<file path="config.mk">
export PLATFORM = sky130hd
export DESIGN_NAME = adc_acquire_convert_sequencer
export DESIGN_NICKNAME = d
export VERILOG_FILES = /design/src/design/adc_seq_pkg.sv /design/src/design/adc_acquire_convert_sequencer.sv /design/src/design/adc_bit_clock.sv
export VERILOG_INCLUDE_DIRS = /design/src /design/src/design
export SDC_FILE = /design/constraint.sdc
export NUM_CORES = 1
export LEC_CHECK = 0
export ABC_AREA = 1
export BUFFER_PORTS_ARGS = -buffer_cell sky130_fd_sc_hd__buf_2
export CAP_MARGIN = 20
export CORE_MARGIN = 1.5
export CORE_UTILIZATION = 40
export DETAILED_ROUTE_END_ITERATION = 8
export GPL_ROUTABILITY_DRIVEN = 0
export GPL_TIMING_DRIVEN = 1
export SYNTH_ARGS = -nofsm -noshare
export SYNTH_HDL_FRONTEND = slang
export SYNTH_HIERARCHICAL = 1
export SYNTH_SLANG_ARGS = --single-unit
</file>
<file path="constraint.sdc">
create_clock -name REF_CLK_I -period 2.7 [get_ports REF_CLK_I]
set_input_delay 0.54 -clock REF_CLK_I [delete_from_list [all_inputs] [get_ports REF_CLK_I]]
set_output_delay 0.54 -clock REF_CLK_I [all_outputs]
set_load 0.01 [all_outputs]
</file>
<file path="src/design/adc_seq_defines.svh">
`ifndef ADC_SEQ_DEFINES_SVH
`define ADC_SEQ_DEFINES_SVH

// Register offsets (byte addresses on the plain register port).
`define ADDR_CONTROL 8'h00
`define ADDR_CONFIG 8'h04
`define ADDR_RESULT_HIGH 8'h08
`define ADDR_RESULT_LOW 8'h0c
`define ADDR_STATUS 8'h10
`define ADDR_PORT_PINS 8'h14
`define ADDR_ANALOG_MASK 8'h18

// Control register fields.
`define CTRL_ON_BIT 0
`define CTRL_START_BIT 1
`define CTRL_CLKSEL_LSB 2
`define CTRL_RESET 8'h00

// Configuration register fields.
`define CFG_ACQ_LSB 0
`define CFG_JUSTIFY_BIT 3
`define CFG_RESET 8'h00
`define ANALOG_MASK_RESET 8'hff

// Status register fields.
`define STAT_DONE_BIT 0

// Timing.
`define CLK_PERIOD_NS 10
`define RC_PERIOD_NS 4000
`define RC_CYCLES (`RC_PERIOD_NS / `CLK_PERIOD_NS)
`define INSTR_CYCLE_NS 40
`define INSTR_CYCLES ((`INSTR_CYCLE_NS + `CLK_PERIOD_NS - 1) / `CLK_PERIOD_NS)
`define CONV_BIT_PERIODS 12
`define RECOVER_BIT_PERIODS 2

`endif

</file>
<file path="src/design/adc_seq_pkg.sv">
package adc_seq_pkg;

  typedef enum logic [4:0] {
    ST_SAMPLE = 5'b00001,
    ST_HOLDOFF = 5'b00010,
    ST_ACQUIRE = 5'b00100,
    ST_CONVERT = 5'b01000,
    ST_RECOVER = 5'b10000
  } seq_state_t;

  typedef struct packed {
    logic [7:0] addr;
    logic [7:0] wdata;
    logic wr;
    logic rd;
  } reg_req_t;

  typedef struct packed {
    logic sample;
    logic convert;
    logic bit_strobe;
  } analog_ctl_t;

endpackage

</file>
<file path="src/design/adc_acquire_convert_sequencer.sv">
`timescale 1ns/1ns
`default_nettype none
`include "adc_seq_defines.svh"

// Notes on behaviour
// - Zero acquisition: convert at once on start
// - Nonzero acquisition: sample, then auto convert
// - End: clear start, set done, resume sampling
// - No acquisition/conversion phase status shown
// - Conversion lasts at least twelve bit periods
// - Clock select maps divider ratios, x11 RC
// - RC bit period typically four microseconds
// - RC clock needed for sleep operation
// - RC with zero acquisition: one instruction cycle (four clock) holdoff
// - Clearing start aborts, result unchanged
// - Two bit periods disconnected, then sample
// - Analog pins read zero on port
// - Acquisition select maps to bit periods
// - Justify bit places ten-bit result
// - Trigger sets start only when on
// - Reset switches off, aborts conversion
module adc_acquire_convert_sequencer
  import adc_seq_pkg::*;
(
  // Clock and reset.
  input wire logic REF_CLK_I,
  input wire logic RESETN_I,
  // Register port.
  input wire logic [7:0] ADDR_I,
  input wire logic [7:0] WDATA_I,
  input wire logic WR_I,
  input wire logic RD_I,
  output logic [7:0] RDATA_O,
  // Compare unit two special event trigger.
  input wire logic TRIGGER_I,
  // Successive approximation array.
  input wire logic [9:0] SAR_RESULT_I,
  output logic SAMPLE_O,
  output logic CONVERT_O,
  output logic BIT_STROBE_O,
  // Port pins and flags.
  input wire logic [7:0] PIN_I,
  output logic CONV_DONE_IRQ_FLAG_O
);

  // ************************************************************
  // Registers and synchronisers
  // ************************************************************

  reg_req_t req;
  seq_state_t state;
  logic converter_on;
  logic start_flag;
  logic [2:0] conv_clock_select;
  logic [2:0] acq_period_select;
  logic result_justify;
  logic conv_done_irq_flag;
  logic [9:0] result_pair;
  logic [7:0] analog_mask;
  logic [7:0] pin_meta;
  logic [7:0] pin_sync;
  logic trig_meta;
  logic trig_sync;
  logic [4:0] tad_count;
  logic [2:0] holdoff_count;
  logic tick;
  logic bit_run;
  logic wr_ctrl;
  logic finish;
  logic [4:0] acq_target;
  analog_ctl_t ana;

  assign req = '{addr: ADDR_I, wdata: WDATA_I, wr: WR_I, rd: RD_I};
  assign wr_ctrl = req.wr && req.addr == `ADDR_CONTROL;

  always_ff @(posedge REF_CLK_I or negedge RESETN_I) begin
    if (!RESETN_I) begin
      pin_meta <= 8'h00;
      pin_sync <= 8'h00;
      trig_meta <= 1'b0;
      trig_sync <= 1'b0;
    end else begin
      pin_meta <= PIN_I;
      pin_sync <= pin_meta;
      trig_meta <= TRIGGER_I;
      trig_sync <= trig_meta;
    end
  end

  // Acquisition select to bit period count.
  function automatic logic [4:0] acq_periods(input logic [2:0] sel);
    unique case (sel)
      3'b000: acq_periods = 5'd0;
      3'b001: acq_periods = 5'd2;
      3'b010: acq_periods = 5'd4;
      3'b011: acq_periods = 5'd6;
      3'b100: acq_periods = 5'd8;
      3'b101: acq_periods = 5'd12;
      3'b110: acq_periods = 5'd16;
      3'b111: acq_periods = 5'd20;
    endcase
  endfunction

  assign acq_target = acq_periods(acq_period_select);

  // ************************************************************
  // Configuration registers
  // ************************************************************

  always_ff @(posedge REF_CLK_I or negedge RESETN_I) begin
    if (!RESETN_I) begin
      converter_on <= 1'b0;
      conv_clock_select <= 3'b000;
      acq_period_select <= 3'b000;
      result_justify <= 1'b0;
      analog_mask <= `ANALOG_MASK_RESET;
    end else if (req.wr) begin
      if (req.addr == `ADDR_CONTROL) begin
        converter_on <= req.wdata[`CTRL_ON_BIT];
        conv_clock_select <= req.wdata[`CTRL_CLKSEL_LSB +: 3];
      end
      if (req.addr == `ADDR_CONFIG) begin
        acq_period_select <= req.wdata[`CFG_ACQ_LSB +: 3];
        result_justify <= req.wdata[`CFG_JUSTIFY_BIT];
      end
      if (req.addr == `ADDR_ANALOG_MASK) begin
        analog_mask <= req.wdata;
      end
    end
  end

  // ************************************************************
  // Start flag and done flag
  // ************************************************************

  assign finish = state == ST_CONVERT && tick && tad_count == 5'(`CONV_BIT_PERIODS - 1);

  always_ff @(posedge REF_CLK_I or negedge RESETN_I) begin
    if (!RESETN_I) begin
      start_flag <= 1'b0;
    end else if (trig_sync && converter_on) begin
      start_flag <= 1'b1;
    end else if (wr_ctrl) begin
      start_flag <= req.wdata[`CTRL_START_BIT] && req.wdata[`CTRL_ON_BIT];
    end else if (finish || !converter_on) begin
      start_flag <= 1'b0;
    end
  end

  // The done flag is set by hardware and wins over a software clear.
  always_ff @(posedge REF_CLK_I or negedge RESETN_I) begin
    if (!RESETN_I) begin
      conv_done_irq_flag <= 1'b0;
    end else if (finish) begin
      conv_done_irq_flag <= 1'b1;
    end else if (req.wr && req.addr == `ADDR_STATUS && !req.wdata[`STAT_DONE_BIT]) begin
      conv_done_irq_flag <= 1'b0;
    end
  end

  // ************************************************************
  // Sequencer
  // ************************************************************

  // An abort stops the bit clock for one cycle, so no stray tick can finish the
  // conversion and the recovery that follows lasts two whole bit periods.
  assign bit_run = state != ST_SAMPLE && state != ST_HOLDOFF
                   && !(state == ST_CONVERT && !start_flag);

  adc_bit_clock u_bit_clock (
    .clk_i(REF_CLK_I),
    .resetn_i(RESETN_I),
    .run_i(bit_run),
    .sel_i(conv_clock_select),
    .tick_o(tick)
  );

  always_ff @(posedge REF_CLK_I or negedge RESETN_I) begin
    if (!RESETN_I) begin
      state <= ST_SAMPLE;
      tad_count <= 5'd0;
      holdoff_count <= 3'd0;
    end else if (!converter_on) begin
      state <= ST_SAMPLE;
      tad_count <= 5'd0;
    end else begin
      unique case (state)
        ST_SAMPLE: begin
          tad_count <= 5'd0;
          holdoff_count <= 3'd0;
          if (start_flag) begin
            if (acq_target != 5'd0) begin
              state <= ST_ACQUIRE;
            end else if (conv_clock_select[1:0] == 2'b11) begin
              state <= ST_HOLDOFF;
            end else begin
              state <= ST_CONVERT;
            end
          end
        end
        ST_HOLDOFF: begin
          holdoff_count <= holdoff_count + 3'd1;
          if (!start_flag) begin
            state <= ST_SAMPLE;
          end else if (holdoff_count == 3'(`INSTR_CYCLES - 1)) begin
            state <= ST_CONVERT;
          end
        end
        ST_ACQUIRE: begin
          if (!start_flag) begin
            state <= ST_SAMPLE;
          end else if (tick) begin
            if (tad_count == acq_target - 5'd1) begin
              tad_count <= 5'd0;
              state <= ST_CONVERT;
            end else begin
              tad_count <= tad_count + 5'd1;
            end
          end
        end
        ST_CONVERT: begin
          if (!start_flag) begin
            tad_count <= 5'd0;
            state <= ST_RECOVER;
          end else if (tick) begin
            if (finish) begin
              tad_count <= 5'd0;
              state <= ST_RECOVER;
            end else begin
              tad_count <= tad_count + 5'd1;
            end
          end
        end
        ST_RECOVER: begin
          if (tick) begin
            if (tad_count == 5'(`RECOVER_BIT_PERIODS - 1)) begin
              tad_count <= 5'd0;
              state <= ST_SAMPLE;
            end else begin
              tad_count <= tad_count + 5'd1;
            end
          end
        end
      endcase
    end
  end

  // ************************************************************
  // Result pair
  // ************************************************************

  always_ff @(posedge REF_CLK_I or negedge RESETN_I) begin
    if (!RESETN_I) begin
      result_pair <= 10'h000;
    end else if (finish) begin
      result_pair <= SAR_RESULT_I;
    end else if (req.wr && req.addr == `ADDR_RESULT_HIGH) begin
      result_pair <= result_justify ? {req.wdata[1:0], result_pair[7:0]}
                                    : {req.wdata, result_pair[1:0]};
    end else if (req.wr && req.addr == `ADDR_RESULT_LOW) begin
      result_pair <= result_justify ? {result_pair[9:8], req.wdata}
                                    : {result_pair[9:2], req.wdata[7:6]};
    end
  end

  // ************************************************************
  // Read port
  // ************************************************************

  // The status word holds only the done flag; no phase is exposed.
  always_ff @(posedge REF_CLK_I or negedge RESETN_I) begin
    if (!RESETN_I) begin
      RDATA_O <= 8'h00;
    end else if (req.rd) begin
      unique case (req.addr)
        `ADDR_CONTROL: RDATA_O <= {3'b000, conv_clock_select, start_flag, converter_on};
        `ADDR_CONFIG: RDATA_O <= {4'h0, result_justify, acq_period_select};
        `ADDR_RESULT_HIGH: RDATA_O <= result_justify ? {6'h00, result_pair[9:8]}
                                                     : result_pair[9:2];
        `ADDR_RESULT_LOW: RDATA_O <= result_justify ? result_pair[7:0]
                                                    : {result_pair[1:0], 6'h00};
        `ADDR_STATUS: RDATA_O <= {7'h00, conv_done_irq_flag};
        `ADDR_PORT_PINS: RDATA_O <= pin_sync & ~analog_mask;
        `ADDR_ANALOG_MASK: RDATA_O <= analog_mask;
        default: RDATA_O <= 8'h00;
      endcase
    end else begin
      RDATA_O <= 8'h00;
    end
  end

  // ************************************************************
  // Analog controls
  // ************************************************************

  always_ff @(posedge REF_CLK_I or negedge RESETN_I) begin
    if (!RESETN_I) begin
      ana <= '0;
    end else begin
      ana.sample <= converter_on && (state == ST_SAMPLE || state == ST_ACQUIRE
                                     || state == ST_HOLDOFF);
      ana.convert <= state == ST_CONVERT && start_flag;
      ana.bit_strobe <= state == ST_CONVERT && tick;
    end
  end

  assign SAMPLE_O = ana.sample;
  assign CONVERT_O = ana.convert;
  assign BIT_STROBE_O = ana.bit_strobe;
  assign CONV_DONE_IRQ_FLAG_O = conv_done_irq_flag;

endmodule
`default_nettype wire

</file>
<file path="src/design/adc_bit_clock.sv">
`timescale 1ns/1ns
`default_nettype none
`include "adc_seq_defines.svh"

module adc_bit_clock
  import adc_seq_pkg::*;
(
  // Clock and reset.
  input wire logic clk_i,
  input wire logic resetn_i,
  // Control.
  input wire logic run_i,
  input wire logic [2:0] sel_i,
  // Bit period strobe.
  output logic tick_o
);

  logic [11:0] count;
  logic [11:0] limit;

  // Divide ratio from the three select bits; x11 picks the RC period.
  function automatic logic [11:0] period_of(input logic [2:0] sel);
    unique case (sel)
      3'b000: period_of = 12'h002;
      3'b100: period_of = 12'h004;
      3'b001: period_of = 12'h008;
      3'b101: period_of = 12'h010;
      3'b010: period_of = 12'h020;
      3'b110: period_of = 12'h040;
      default: period_of = 12'(`RC_CYCLES);
    endcase
  endfunction

  assign limit = period_of(sel_i);

  always_ff @(posedge clk_i or negedge resetn_i) begin
    if (!resetn_i) begin
      count <= 12'h000;
    end else if (!run_i || count == limit - 12'h001) begin
      count <= 12'h000;
    end else begin
      count <= count + 12'h001;
    end
  end

  assign tick_o = run_i && (count == limit - 12'h001);

endmodule
`default_nettype wire

</file>
==> impl_metrics.yaml <==
synthesis:
  synth_top_family_by_area: "simple AND/OR/NAND/NOR gates"
  synth_sequential_area_ratio_pct: 44.9
  synthArstFlopShare_pct: 100
  synth-xor-area-share_pct: 2.10
  synth-compound-area-share_pct: 9.18
  syn-num-nets: 652
  ys_warn_count: 6
  yosys-top-cells-area: "dfrtp_1, nand2_1, nand3_1"
  synth-simple-area-share_pct: 33.8
  synthMuxAreaShare_pct: 0.245
  synth_fa_ha_area_share_pct: 1.91
  ys_ff_latch: 82
  ys.flop_type: "dfrtp_1"
  synth_area_leader_cell: "dfrtp_1"
  ys_types: 44
  synth_edf_count: 0
  synth_top_area_share_pct: 39.7
  synth_cells: 606
  syn_avg_cell_area_sq_um: 7.58
  netlist_area_sq_um: 4600
cells_and_area:
  drive_gt1_share_pct: 18.7
  syn_to_final_growth_pct: 17.3
  nNetsFinal: 714
  seq_area_sq_um: 2060
  layout.cells.most_common: "nand2_1"
  multiInputGateArea_sq_um: 2220
  final_cell_mix: "nand2_1, dfrtp_1, inv_1"
  stdcell_area_sq_um: 5390
  diodes: 0
  utilization_pct: 48.9
  n_fill_cell: 1119
timing:
  period_needed_ns: 2.54
  setup_viol: 0
  fmax_mhz: 394
  tightest_slew_ns: 0.539
  fin_crit_sh_pct: 93.9
  slew_headroom_pct: 63.8
  finalHoldViolations: 0
  report.final.slew_viol_count: 0
  fin_hold_ws_ns: 0.144
  clock_skew_ns: 0.00609
setup_path:
  cp.arrival_ns: 2.77
  cp_max_fo: 6
  crit_slowest_cell: "dfrtp_1"
  cp_top_family: "simple AND/OR/NAND/NOR gates"
  crit_chain: "nor2_4 > nand2_2 > ha_4 > nand2_1 > nand2_1 > nand3_1 > nand2_1 > nor2_1 > nand2_1 > nor2_1 > nand2_1 > nor2_4 > nand3_4 > nand2_2 > nand3_2 > a21oi_4 > nand2_2 > nand2_1 > nand2_1"
  r2r-start: "conv_clock_select[1]"
  worstSetupEndpointType: "register"
  crit_buf_inv: 0
  startpoint_type: "register"
  critical_path.max_stage_delay_ns: 0.40
  crit_top_cell: "nand2_1"
  required_ns: 2.94
  worstSetupStartpoint: "conv_clock_select[1]"
  path_class: "register to register"
detailed_routing:
  wl_mm: 11.4
  vias: 4220
  avgRoutedWirePerCell_microns: 14.1
  firstDrtPassIters: 4
  remaining_drc_errors: 0
  drt_iter0_drc: 249
  postRouteAntennaNets: 0
  vias_per_cell: 5.19
global_route:
  track_usage_pct: 20.6
  grt_overflow: 0
  grt_first_pass_wirelength_mm: 19.0
  grt_pass1_vias: 4018
  antenna_found_initial: 0
  grt_start_max_net_pins: 40
power_and_ir_drop:
  clockPowerShare_pct: 43.8
  p_comb_share_pct: 10.4
  p_sw_share_pct: 25.9
  power_switching_uw: 738
  internal_power_mw: 2.11
  vdd_drop_max_mv: 0.409
  seqPwrFrac_pct: 45.8
  powerDensity_nw_per_um2: 528
  leakage_nw: 2.65
placement:
  hpwl_mm: 8.52
  portBuffers: 50
  placed_area_sq_um: 5020
clocking:
  cts.path.max_buffers: 2
  numCtsBuffers: 9
  clk_latency_ns: 0.34
  clk_pin_slew_ns: 0.06
  cts_tree: "done"
  cts_root_buffer: "clkbuf_16"
  cts_sinks: 82
  htree_levels: 3
floorplan:
  die-area_sq_um: 12100
  start_util_pct: 41.7
  die_y_microns: 110
  coreArea_sq_um: 11000
  ioPinCount: 51
  rows: 38
  die_x_microns: 110
hold_path:
  hold_path_class: "input port to async pin"
run:
  drv_cap: 0
outcome:
  outcome: "finished clean"
[state kept, by name, summed over array words and instances (netlist names), 3 cells and up]
register           count
result_pair           10
analog_mask            8
RDATA_O                8
u_bit_clock/count     12
state                  5
tad_count              5
pin_sync               8
conv_clock_select      3
acq_period_select      3
pin_meta               8
holdoff_count          3
[layer usage]
metal | global-route usage, % | routed length (microns) | vias up | share of wire (%)
met2 | 33.9 | 5480 | 125 | 48
met5 | 0 | 0 | - | 0
met1 | 26.0 | 4980 | 1981 | 44
met4 | 9.25 | 365 | 0 | 3.2
li1 | - | - | 2085 | -
met3 | 4.47 | 608 | 29 | 5.3
[path summary, 6_finish.rpt]
kind / endpoint / slack [ns] / depth (start not counted)
min reg2reg: pin_sync[7] / 0.35 / 0
max reg2reg: state[1] / 0.16 / 19
min: u_bit_clock/count[10] / 0.14 / 1
min in group REF_CLK_I: pin_meta[6] / 0.30 / 1
max in group asynchronous: analog_mask[2] / 1.88 / 2
max: state[1] / 0.16 / 19
[stage by stage]
step | total power, mW | setup slack (ns) | instances | setup TNS [ns]
floorplan | 1.49 | 0.253 | 606 | 0
global placement | 1.60 | 0.206 | 795 | 0
detailed placement | 1.60 | 0.0790 | 795 | 0
CTS | 2.86 | 0.0258 | 811 | 0
global route | 2.97 | -0.0867 | 813 | -0.595
finish | 2.85 | 0.164 | 813 | 0
[cells in the mapped netlist, drive strengths merged (2+ instances only)]
master and count:
ha 7, nand2 195, a21oi 17, dfstp 9, nor2 64, inv 73
o211ai 7, clkbuf 3, o221ai 2, o22ai 6, a211oi 2, or2 3
nand3b 3, buf 8, nand4 11, o21ai 29, xor2 9, xnor2 2
dfrtp 73, nor3 12, nand3 61
[cell type report]
type	instances	area share [%]
clock inverters	6	1.37
flip-flops and latches	82	38.3
multi-input cells	439	41.2
repair buffers	62	6.43
clock buffers	10	4.25
well taps	140	3.25
inverters	74	5.22
[power by group through the flow]
stage | registers, mW | clock network (mW) | logic (mW)
final | 1.30 | 1.25 | 0.295
after global routing | 1.31 | 1.33 | 0.336
after CTS | 1.30 | 1.28 | 0.280
after detailed placement | 1.32 | 0 | 0.278
after global placement | 1.32 | 0 | 0.273
after floorplan | 1.32 | 0 | 0.174
[what timing repair did]
action | 4_1_cts | 5_1_grt
setup buffers | 0 | 2
hold endpoints to repair | 0 | 0
endpoints found under the setup margin | 0 | 21
hold buffers | 0 | 0
gates resized for setup | 0 | 18
[kinds of logic (layout without fill, tap and decap cells)]
logic type / count (synthesis) / in the layout
adder cells (fa/ha/maj): 7 / 7
multiplexers: 1 / 1
buffers and inverters: 85 / 152
flip-flops: 82 / 82
XOR/XNOR: 11 / 11
AO/OA/AOI/OAI: 69 / 69
AND/OR/NAND/NOR: 351 / 351
No activity file was read; power rests on OpenSTA's default activity.
